[src/design/nca_pkg.sv]
// Package: register map, field positions, timing and carrier types of the NVM access block
`default_nettype none
package nca_pkg;
    localparam logic [7:0] OFS_DATA_LO = 8'h00;
    localparam logic [7:0] OFS_DATA_HI = 8'h04;
    localparam logic [7:0] OFS_ADR_LO  = 8'h08;
    localparam logic [7:0] OFS_ADR_HI  = 8'h0c;
    localparam logic [7:0] OFS_CTRL    = 8'h10;
    localparam logic [7:0] OFS_KEY     = 8'h14;
    localparam int CB_FSEL = 7;
    localparam int CB_CSEL = 6;
    localparam int CB_LATCH = 5;
    localparam int CB_FREE = 4;
    localparam int CB_ERR  = 3;
    localparam int CB_PGEN = 2;
    localparam int CB_WR   = 1;
    localparam int CB_RD   = 0;
    localparam logic [7:0] KEY_FIRST   = 8'h55;
    localparam logic [7:0] KEY_SECOND  = 8'haa;
    localparam logic [7:0] CFG_UID_MAX = 8'h03;
    localparam logic [7:0] CFG_RO_MIN  = 8'h06;
    localparam logic [7:0] CFG_RO_MAX  = 8'h08;
    localparam logic [6:0] ADR_HI_RST  = 7'h00;
    localparam logic [7:0] ADR_LO_RST  = 8'h00;
    localparam int PROG_TIME_NS  = 2000000;
    localparam int CLK_PERIOD_NS = 5;
    localparam int PROG_CYCLES_DEF = PROG_TIME_NS / CLK_PERIOD_NS;
    localparam int SETUP_CYCLES  = 2;
    localparam int CNT_W         = 20;
    localparam logic [1:0] HTRANS_NONSEQ = 2'b10;
    typedef enum logic [1:0] {SP_EEPROM, SP_FLASH, SP_CFG} nca_space_t;
    typedef enum logic [1:0] {OP_NONE, OP_LATCH, OP_ERASE, OP_WRITE} nca_op_t;
    typedef enum logic [1:0] {ST_IDLE, ST_SETUP, ST_LATCH, ST_RUN} nca_fsm_t;
    typedef struct packed {
        logic fsel;
        logic csel;
        logic latch;
        logic free;
        logic err;
        logic pgen;
        logic wr;
        logic rd;
    } nca_ctrl_t;
    typedef struct packed {
        logic       rd;
        nca_op_t    op;
        nca_space_t space;
        logic [14:0] addr;
        logic [13:0] wdata;
    } nca_arr_req_t;
    typedef struct packed {
        nca_ctrl_t  ctl;
        logic [7:0] dat_lo;
        logic [5:0] dat_hi;
        logic [7:0] adr_lo;
        logic [6:0] adr_hi;
        logic       key_half;
        logic       unlocked;
        nca_fsm_t   fsm;
        nca_op_t    op;
        logic [CNT_W-1:0] cnt;
        logic       dp_wr;
        logic [7:0] dp_addr;
        logic [31:0] hrdata;
    } nca_state_t;
endpackage
`default_nettype wire

[src/design/nca_nvm_access.sv]
// NVM access block: AHB-Lite register set steering the Flash, EEPROM and configuration arrays
// Function
// RULE1 - Configuration select set routes reads and writes to configuration region.
// RULE2 - Disallowed configuration read clears both data registers to zero.
// RULE3 - User IDs 0-3 read/write; device ID 6 and config words 7-8 read-only.
// RULE4 - Low data register is eight bits: EEPROM byte or program word bits 7-0.
// RULE5 - High data register holds word bits 13-8; bits 7-6 read zero.
// RULE6 - Low address register is eight bits, resets to zero.
// RULE7 - High address holds address bits 14-8; bit 7 reads one.
// RULE8 - Control bit 7 selects Flash when set, EEPROM when clear; resets zero.
// RULE9 - Control bit 6 selects configuration space when set.
// RULE10 - Latch-only set on Flash or config: program start only loads latches.
// RULE11 - Latch-only clear: load latches then write whole latch contents.
// RULE12 - EEPROM target ignores latch-only; every start writes the location.
// RULE13 - EEPROM target ignores erase select; start erases then writes.
// RULE14 - Erase select makes next start erase; hardware clears it afterward.
// RULE15 - Error flag sets on any program start attempt; clears on normal completion.
// RULE16 - Program enable clear blocks every program and erase cycle.
// RULE17 - Program start is set-only by software, cleared by hardware when done.
// RULE18 - Read start is set-only; one-cycle read, then hardware clears it.
// RULE19 - Unlock register is write-only with no readable storage.
// RULE20 - Software should read back and compare every write.
// RULE21 - Software writes 55h then AAh to unlock before program start.
// RULE22 - Two setup cycles after start, then core stalls during the timed cycle.
// RULE23 - Program attempt on read-only configuration address leaves contents unchanged.
`default_nettype none
module nca_nvm_access
    import nca_pkg::*;
#(
    parameter int PROG_CYCLES = PROG_CYCLES_DEF
)(
    input  wire logic          sys_clk_i,
    input  wire logic          reset_i,
    input  wire logic          hsel_i,
    input  wire logic [31:0]   haddr_i,
    input  wire logic [1:0]    htrans_i,
    input  wire logic          hwrite_i,
    input  wire logic [2:0]    hsize_i,
    input  wire logic [31:0]   hwdata_i,
    input  wire logic          hready_i,
    output logic               hreadyout_o,
    output logic               hresp_o,
    output logic [31:0]        hrdata_o,
    input  wire logic [13:0]   arr_rdata_i,
    output nca_arr_req_t       arr_req_o,
    output logic               core_ignore_o,
    output logic               core_stall_o
);
    localparam logic [CNT_W-1:0] RUN_LOAD   = CNT_W'(PROG_CYCLES - 1);
    localparam logic [CNT_W-1:0] SETUP_LOAD = CNT_W'(SETUP_CYCLES - 1);

    nca_state_t st_reg;
    nca_state_t st_next;
    logic       acc;
    logic       acc_rd;
    logic       is_eeprom;
    logic       cfg_rd_ok;
    logic       cfg_wr_ok;

    assign acc = hsel_i && hready_i && htrans_i == HTRANS_NONSEQ;
    assign acc_rd = acc && !hwrite_i;
    assign is_eeprom = !st_reg.ctl.fsel && !st_reg.ctl.csel;
    // Config space is addressed through the low byte with the high byte clear
    assign cfg_rd_ok = st_reg.adr_hi == ADR_HI_RST
                       && (st_reg.adr_lo <= CFG_UID_MAX
                       || (st_reg.adr_lo >= CFG_RO_MIN
                       && st_reg.adr_lo <= CFG_RO_MAX));                 // [RULE3]
    assign cfg_wr_ok = st_reg.adr_hi == ADR_HI_RST
                       && st_reg.adr_lo <= CFG_UID_MAX;                  // [RULE3]

    function automatic logic [31:0] read_mux(input nca_state_t s, input logic [7:0] a);
        logic [31:0] d;
        d = '0;
        case (a)
            OFS_DATA_LO: d[7:0] = s.dat_lo;                              // [RULE4]
            OFS_DATA_HI: d[5:0] = s.dat_hi;                              // [RULE5]
            OFS_ADR_LO:  d[7:0] = s.adr_lo;                              // [RULE6]
            OFS_ADR_HI:  d[7:0] = {1'b1, s.adr_hi};                      // [RULE7]
            OFS_CTRL:    d[7:0] = s.ctl;
            default:     d = '0;                                         // [RULE19]
        endcase
        return d;
    endfunction

    always_comb
    begin
        st_next = st_reg;
        // Bus write data phase
        if (st_reg.dp_wr)
        begin
            // Any write other than the second key breaks the unlock pair
            st_next.key_half = 1'b0;
            st_next.unlocked = 1'b0;
            case (st_reg.dp_addr)
                OFS_DATA_LO: st_next.dat_lo = hwdata_i[7:0];
                OFS_DATA_HI: st_next.dat_hi = hwdata_i[5:0];
                OFS_ADR_LO:  st_next.adr_lo = hwdata_i[7:0];
                OFS_ADR_HI:  st_next.adr_hi = hwdata_i[6:0];
                OFS_CTRL:
                begin
                    st_next.ctl.fsel = hwdata_i[CB_FSEL];                // [RULE8]
                    st_next.ctl.csel = hwdata_i[CB_CSEL];                // [RULE9]
                    st_next.ctl.latch = hwdata_i[CB_LATCH];
                    st_next.ctl.pgen = hwdata_i[CB_PGEN];
                    // Freeze erase select while an operation uses it
                    if (st_reg.fsm == ST_IDLE)
                        st_next.ctl.free = hwdata_i[CB_FREE];
                    st_next.ctl.err = hwdata_i[CB_ERR];
                    if (hwdata_i[CB_RD] && st_reg.fsm == ST_IDLE)
                        st_next.ctl.rd = 1'b1;                           // [RULE18]
                    if (hwdata_i[CB_WR] && !st_reg.ctl.wr)
                    begin
                        st_next.ctl.err = 1'b1;                          // [RULE15]
                        if (st_reg.unlocked && st_reg.ctl.pgen && st_reg.fsm == ST_IDLE)
                        begin
                            st_next.ctl.wr = 1'b1;                       // [RULE17] [RULE21]
                            st_next.fsm = ST_SETUP;                      // [RULE22]
                            st_next.cnt = SETUP_LOAD;
                        end
                    end
                end
                OFS_KEY:
                begin
                    if (hwdata_i[7:0] == KEY_FIRST)
                        st_next.key_half = 1'b1;
                    else if (hwdata_i[7:0] == KEY_SECOND && st_reg.key_half)
                        st_next.unlocked = 1'b1;                         // [RULE21]
                end
                default: ;
            endcase
        end
        // One-cycle array read, the array answers in the same cycle
        if (st_reg.ctl.rd)
        begin
            st_next.ctl.rd = 1'b0;                                       // [RULE18]
            if (st_reg.ctl.csel && !cfg_rd_ok)
            begin
                st_next.dat_lo = '0;                                     // [RULE2]
                st_next.dat_hi = '0;
            end
            else
            begin
                st_next.dat_lo = arr_rdata_i[7:0];                       // [RULE4]
                st_next.dat_hi = arr_rdata_i[13:8];                      // [RULE5]
            end
        end
        // Program and erase sequencer
        case (st_reg.fsm)
            ST_IDLE: st_next.op = OP_NONE;
            ST_SETUP:
            begin
                st_next.cnt = st_reg.cnt - CNT_W'(1);
                if (st_reg.cnt == '0)
                begin
                    st_next.cnt = RUN_LOAD;
                    if (!st_reg.ctl.pgen || (st_reg.ctl.csel && !cfg_wr_ok))
                    begin
                        // Blocked or read-only target: abort, flag stays set
                        st_next.fsm = ST_IDLE;                           // [RULE16] [RULE23]
                        st_next.ctl.wr = 1'b0;
                    end
                    else if (is_eeprom)
                    begin
                        st_next.fsm = ST_RUN;                            // [RULE12]
                        st_next.op = OP_ERASE;                           // [RULE13]
                    end
                    else if (st_reg.ctl.free)
                    begin
                        st_next.fsm = ST_RUN;                            // [RULE14]
                        st_next.op = OP_ERASE;
                    end
                    else
                    begin
                        st_next.fsm = ST_LATCH;
                        st_next.op = OP_LATCH;
                    end
                end
            end
            ST_LATCH:
            begin
                if (st_reg.ctl.latch)
                begin
                    st_next.fsm = ST_IDLE;                               // [RULE10]
                    st_next.op = OP_NONE;
                    st_next.ctl.wr = 1'b0;
                    st_next.ctl.err = 1'b0;
                end
                else
                begin
                    st_next.fsm = ST_RUN;                                // [RULE11]
                    st_next.op = OP_WRITE;
                end
            end
            ST_RUN:
            begin
                st_next.cnt = st_reg.cnt - CNT_W'(1);
                if (st_reg.cnt == '0)
                begin
                    if (st_reg.op == OP_ERASE && is_eeprom)
                    begin
                        st_next.op = OP_WRITE;                           // [RULE13]
                        st_next.cnt = RUN_LOAD;
                    end
                    else
                    begin
                        if (st_reg.op == OP_ERASE)
                            st_next.ctl.free = 1'b0;                     // [RULE14]
                        st_next.fsm = ST_IDLE;
                        st_next.op = OP_NONE;
                        st_next.ctl.wr = 1'b0;                           // [RULE17]
                        st_next.ctl.err = 1'b0;                          // [RULE15]
                    end
                end
            end
            default: st_next.fsm = ST_IDLE;
        endcase
        // Address phase; read data comes from the updated copy so a write
        // in the preceding data phase is seen without a wait state
        st_next.dp_wr = acc && hwrite_i;
        if (acc)
            st_next.dp_addr = haddr_i[7:0];
        if (acc_rd)
            st_next.hrdata = read_mux(st_next, haddr_i[7:0]);
    end

    always_ff @(posedge sys_clk_i or posedge reset_i)
    begin
        if (reset_i)
        begin
            st_reg <= '{
                ctl: '0, dat_lo: '0, dat_hi: '0,
                adr_lo: ADR_LO_RST, adr_hi: ADR_HI_RST,
                key_half: 1'b0, unlocked: 1'b0,
                fsm: ST_IDLE, op: OP_NONE, cnt: '0,
                dp_wr: 1'b0, dp_addr: '0, hrdata: '0};
        end
        else
        begin
            st_reg <= st_next;
        end
    end

    // Zero-wait slave: every access completes with OKAY in its first data cycle
    assign hreadyout_o = 1'b1;
    assign hresp_o = 1'b0;
    assign hrdata_o = st_reg.hrdata;
    assign arr_req_o.rd = st_reg.ctl.rd;
    assign arr_req_o.op = st_reg.op;
    assign arr_req_o.space = st_reg.ctl.csel ? SP_CFG :
                             (st_reg.ctl.fsel ? SP_FLASH : SP_EEPROM);   // [RULE1] [RULE8]
    assign arr_req_o.addr = {st_reg.adr_hi, st_reg.adr_lo};
    assign arr_req_o.wdata = {st_reg.dat_hi, st_reg.dat_lo};
    assign core_ignore_o = st_reg.fsm == ST_SETUP;                       // [RULE22]
    // Latch loads do not stall the core, only timed array cycles do
    assign core_stall_o = st_reg.fsm == ST_RUN;                          // [RULE22]
endmodule
`default_nettype wire

[config.mk]
export PLATFORM = sky130hd
export DESIGN_NAME = nca_nvm_access
export DESIGN_NICKNAME = d
export VERILOG_FILES = /design/src/design/nca_pkg.sv /design/src/design/nca_nvm_access.sv
export SDC_FILE = /design/constraint.sdc
export NUM_CORES = 1
export LEC_CHECK = 0
export BUFFER_PORTS_ARGS = -buffer_cell sky130_fd_sc_hd__buf_2
export CORE_ASPECT_RATIO = 0.6
export CORE_MARGIN = 4
export CORE_UTILIZATION = 41
export DETAILED_ROUTE_END_ITERATION = 8
export PLACE_DENSITY = 0.66
export SYNTH_ARGS = -nofsm -noshare
export SYNTH_HDL_FRONTEND = slang
export SYNTH_SLANG_ARGS = --single-unit
[constraint.sdc]
create_clock -name sys_clk_i -period 2.8 [get_ports sys_clk_i]
set_input_delay 0.56 -clock sys_clk_i [delete_from_list [all_inputs] [get_ports sys_clk_i]]
set_output_delay 0.56 -clock sys_clk_i [all_outputs]
set_load 0.05 [all_outputs]
==> results.cfg, run 1 <==
[sta]
slew_headroom = 0.0310
holdWs_ns = 0.107
tns_ns = 0
fin_skew_ns = 0.00944
layout_setup_ws_ns = 0.0538
tightestPinTransition_ns = 1.44
final.min_clock_period_ns = 2.75
finalSetupViolations = 0
slew_viol_final = 0
hold_viol = 0
finalCritPeriodShare = 0.981
max_freq_mhz = 364

[floorplan]
die_height_um = 92.9
row_count = 30
io_pins = 158
die_area_sq_mm = 0.0139
initial_core_util = 0.427
die_x_um = 149
core_sq_mm = 0.0115

[global_route]
overflow = 0
grt_max_degree = 73
grtUsageTotal = 0.207
grt_pass1_vias = 4027
grt_pass1_wl_mm = 22.1
antenna_found_initial = 0

[clocking]
path_clk_slew_ns = 0.06
cts_tree = built
insertion_delay_ns = 0.34
cts-root-buf = clkbuf_16
htreeDepth = 3
clockBufferDepth = 2
numCtsBuffers = 9
clock_sinks = 80

[layout]
final_cell_area_sq_mm = 0.00556
largest_reg_flops = 40
area.growth.synth_to_final_pct = 12.9
layout-drive-gt1-share = 0.286
diodes = 0
nets = 666
final_cell_mix = dfrtp_1 (80), buf_2 (80), o21ai_0 (46)

[yosys]
seq_area_frac_synth = 0.407
yosys_warnings = 0
yosys_most_used_dff = dfrtp_1
syn_area_per_cell_sq_um = 9.41
synth_cell_types = 68
ys_ff_latch = 80
syn-cell-area_sq_mm = 0.00492
postSynthCellCount = 523
async_flop_share = 1.00
synth_edf_count = 0

[setup_path]
start_kind = input pin
crit_arrival_ns = 3.01
critPathRequiredTime_ns = 3.06
worstSetupPathType = in -> reg
worstPathMaxFanout = 5
cp-end-kind = flip-flop

[route]
post_drt_wl_per_cell_um = 19.5
dr.pass1.iters = 5
drtIter0Drc = 473
drcViolationCount = 0
viasPerCell = 5.77
routed_wl_mm = 14.5
drtAntennaViolNets = 0
vias = 4274

[job]
cap_violations = 0

[status]
outcome = finished clean

[placed_design]
gp_congestion = 0.898
port_buffers = 80
pre_cts_ws_ns = 0.0393
postPlaceCellArea_sq_mm = 0.00523
hpwl_mm = 10.9

[pwr]
ir_drop_mv = 0.304
p_leak_nw = 2.48
power.density_mw_per_mm2 = 530

[min_path]
hold_path_class = in -> async
==> per-stage QoR <==
| step | instances | total power [mW] | utilization |
|---|---|---|---|
| floorplan | 547 | 1.72 | - |
| global placement | 724 | 1.77 | 0.453 |
| detailed placement | 724 | 1.78 | 0.453 |
| CTS | 740 | 2.95 | 0.479 |
| global route | 741 | 3.05 | 0.482 |
| finish | 741 | 2.94 | 0.482 |
==> synth_stat cells (5+ instances only) <==
master    count  area [sq um]
dfrtp_1      80          2000
buf_4        67           503
o21ai_0      46           230
nand2_1      42           158
nor2_1       34           128
mux2_2       30           338
a21oi_1      24           120
inv_1        19          71.3
mux2i_1      18           180
clkbuf_1     15          56.3
nor3_1       14          70.1
nand2b_1     10          62.6
nor2b_1       7          43.8
nor4_1        7          43.8
a221oi_1      5          43.8
nand4b_1      5          43.8
nor4b_1       5          43.8
or3_1         5          31.3
==> worst max-delay path, stage by stage <==
cell and delay, ns:
buf_2 0.12, nor4_1 1.18, nand2_1 0.47, nor2b_1 0.40, a2111oi_1 0.10, o21ai_0 0.16
==> metal layers <==
layer | vias to the layer above | track usage | share of wire
li1 | 1912 | - | -
met1 | 2099 | 0.321 | 0.47
met3 | 15 | 0.0841 | 0.13
met5 | - | 0 | 0.0033
met4 | 2 | 0.0404 | 0.0091
met2 | 246 | 0.263 | 0.39
==> final cells by class <==
type | count | area (sq um)
fillers | 1091 | 5970
multi-input cells | 363 | 2380
flip-flops and latches | 80 | 2000
repair buffers | 103 | 611
clock buffers | 11 | 233
well taps | 160 | 200
inverters | 19 | 72.6
clock inverters | 5 | 57.6
==> report_power, final <==
group	switching [mW]	internal (mW)
Sequential	0.0690	1.22
Combinational	0.353	0.137
Clock	0.473	0.690
==> what timing repair did <==
item	in CTS	in global routing
endpoints found under the setup margin	0	5
hold buffers	0	0
resized for setup	0	4
setup buffers	0	1
endpoints found under the hold margin	0	0
==> cells by family after synthesis <==
kind of cell | Yosys count | synth area share
compound gates | 125 | 0.163
fa+ha+maj | 2 | 0.00508
buf+inv | 104 | 0.132
flops | 80 | 0.407
mux | 48 | 0.105
other cells | 2 | 0.00153
simple gates | 162 | 0.186
==> path summary, 6_finish.rpt <==
kind                           startpoint      endpoint  slack (ns)  cells after the start
hold / removal                    reset_i   hrdata_o[7]        0.11                      2
max in group asynchronous         reset_i    st_reg[56]        2.06                      3
min in group sys_clk_i     arr_rdata_i[5]  arr_req_o[5]        0.44                      3
setup reg to reg               st_reg[32]   hrdata_o[6]        0.07                      8
hold reg to reg                st_reg[49]    st_reg[49]        0.50                      1
setup / recovery               haddr_i[1]   hrdata_o[3]        0.05                      6
Note: power is estimated with default switching activity, not from simulation.
==> run 2: changes to the inputs <==
- BUFFER_PORTS_ARGS: -buffer_cell sky130_fd_sc_hd__buf_2 -> unset
- DONT_BUFFER_PORTS: unset -> 1
- PLACE_DENSITY: 0.66 -> 0.54
==> run 2 against run 1 <==
Effect of this change:
- routed wire length fell by 1.5%
- critical endpoint is now hrdata_o[4]
- total power rose by 7.8%
- first-iteration DRC count fell by 37%
==> results.cfg, run 2 (synthesis gave the netlist of run 1 again) <==
[layout]
seq_area_sq_mm = 0.00200
area.growth.synth_to_final_pct = 9.86
finalNonFillerCells = 687
multi_input_area_sq_mm = 0.00238
fillers = 1087
layout-drive-gt1-share = 0.214
diodes = 0
largest_reg_flops = 40
final_cell_area_sq_mm = 0.00541
nets = 613
final_cell_mix = dfrtp_1 (80), buf_4 (49), o21ai_0 (46)
layout_commonest_cell = dfrtp_1

[setup_path]
ff2ff_setup_slack_ns = 0.06
crit_family = simple AND/OR/NAND/NOR gates
path_cells = or4_4, nor4_4, buf_4, mux2_2, a32oi_2, o211ai_1, a221o_1
critPathSlowestCell = or4_4
slowest_delay_ns = 0.60
worstSetupPathType = reg -> reg
start_kind = flip-flop
cp-end-kind = flip-flop
crit_buf_inv = 1
crit_arrival_ns = 2.97
worstPathMaxFanout = 4
worstReg2RegEnd = hrdata_o[4]
r2r_cells = 7
reg2reg_from = st_reg[38]
critPathRequiredTime_ns = 3.03

[sta]
slew_viol_final = 0
tightestPinTransition_ns = 1.11
hold_viol = 0
holdWs_ns = 0.196
tns_ns = 0
fin_skew_ns = 0.00732
slew_headroom = 0.255
final.min_clock_period_ns = 2.74
finalCritPeriodShare = 0.978
rsz0062_at_grt = no
finalSetupViolations = 0
max_freq_mhz = 365

[route]
drcViolationCount = 0
post_drt_wl_per_cell_um = 20.7
vias = 3971
viasPerCell = 5.78
routed_wl_mm = 14.2
dr.pass1.iters = 5
drtAntennaViolNets = 0
drtIter0Drc = 297

[placed_design]
dp.cells = 672
gp_congestion = 0.893
postPlaceCellArea_sq_mm = 0.00502
hpwl_mm = 10.9
port_buffers = 0

[clocking]
cts_hold_buf = 0
cts-root-buf = clkbuf_16
path_clk_slew_ns = 0.06
htreeDepth = 3
numCtsBuffers = 9
clock_sinks = 80
insertion_delay_ns = 0.34
clockBufferDepth = 2
cts_tree = built

[floorplan]
row_count = 30
die_area_sq_mm = 0.0139
die_x_um = 149
die_height_um = 92.9
io_pins = 158
initial_core_util = 0.427
core_sq_mm = 0.0115

[global_route]
antenna_found_initial = 0
overflow = 0
grtUsageTotal = 0.205
grt_pass1_vias = 3513
grt_pass1_wl_mm = 21.5
grt_max_degree = 81

[min_path]
hold_path_class = in -> async

[pwr]
ir_drop_mv = 0.255
power.density_mw_per_mm2 = 587
p_leak_nw = 2.30
power_mw = 3.17

[status]
outcome = finished clean

[job]
cap_violations = 0
[run 2: worst register-to-register path, cell delays in order (launching register included)]
cell and delay, ns:
dfrtp_1 0.39, or4_4 0.60, nor4_4 0.26, buf_4 0.18, mux2_2 0.37, a32oi_2 0.30
o211ai_1 0.18, a221o_1 0.36
[run 2: worst max path at each step]
stage | endpoint | cells after the start | startpoint | slack, ns
6_report | hrdata_o[4] | 7 | st_reg[38] | 0.06
5_1_grt | hrdata_o[3] | 8 | st_reg[38] | 0.004
4_1_cts | hrdata_o[4] | 7 | st_reg[37] | 0.03
3_5_place_dp | hrdata_o[4] | 7 | st_reg[37] | 0.06
3_3_place_gp | hrdata_o[4] | 7 | st_reg[37] | 0.04
2_1_floorplan | arr_req_o[0] | 1 | reset_i | 0.19
[run 2: final cells by class]
type,count,share of cell area
Multi-Input combinational cell,363,0.440
Sequential cell,80,0.370
Timing Repair Buffer,50,0.0717
Clock buffer,10,0.0442
Tap cell,160,0.0370
Clock inverter,5,0.0238
Inverter,19,0.0134
[run 2: per-layer routing]
metal | global-route usage | part of all wire | up-vias | wire length, um
met2 | 0.230 | 0.36 | 189 | 5060
met1 | 0.344 | 0.52 | 1968 | 7430
met3 | 0.0822 | 0.12 | 7 | 1690
met5 | 0 | 0 | - | 0
met4 | 0.0404 | 0.0046 | 0 | 66
li1 | - | - | 1807 | -
[run 2: power breakdown]
group | switching, mW | leakage, nW | internal [mW]
sequential | 0.156 | 0.972 | 1.22
clock | 0.488 | 0.179 | 0.983
combinational | 0.223 | 1.15 | 0.105
[run 2: what timing repair did]
| item | 4_1_cts | 5_1_grt |
|---|---|---|
| endpoints found under the setup margin | 0 | 2 |
| buffers inserted | 0 | 0 |
| hold endpoints to repair | 0 | 0 |
| resized for setup | 0 | 3 |
[run 2: stage by stage]
stage / util / worst slack, ns
finish: 0.469 / 0.0604
global route: 0.469 / 0.00353
CTS: 0.468 / 0.0335
detailed placement: 0.436 / 0.0582
global placement: 0.436 / 0.0363
floorplan: - / 0.188
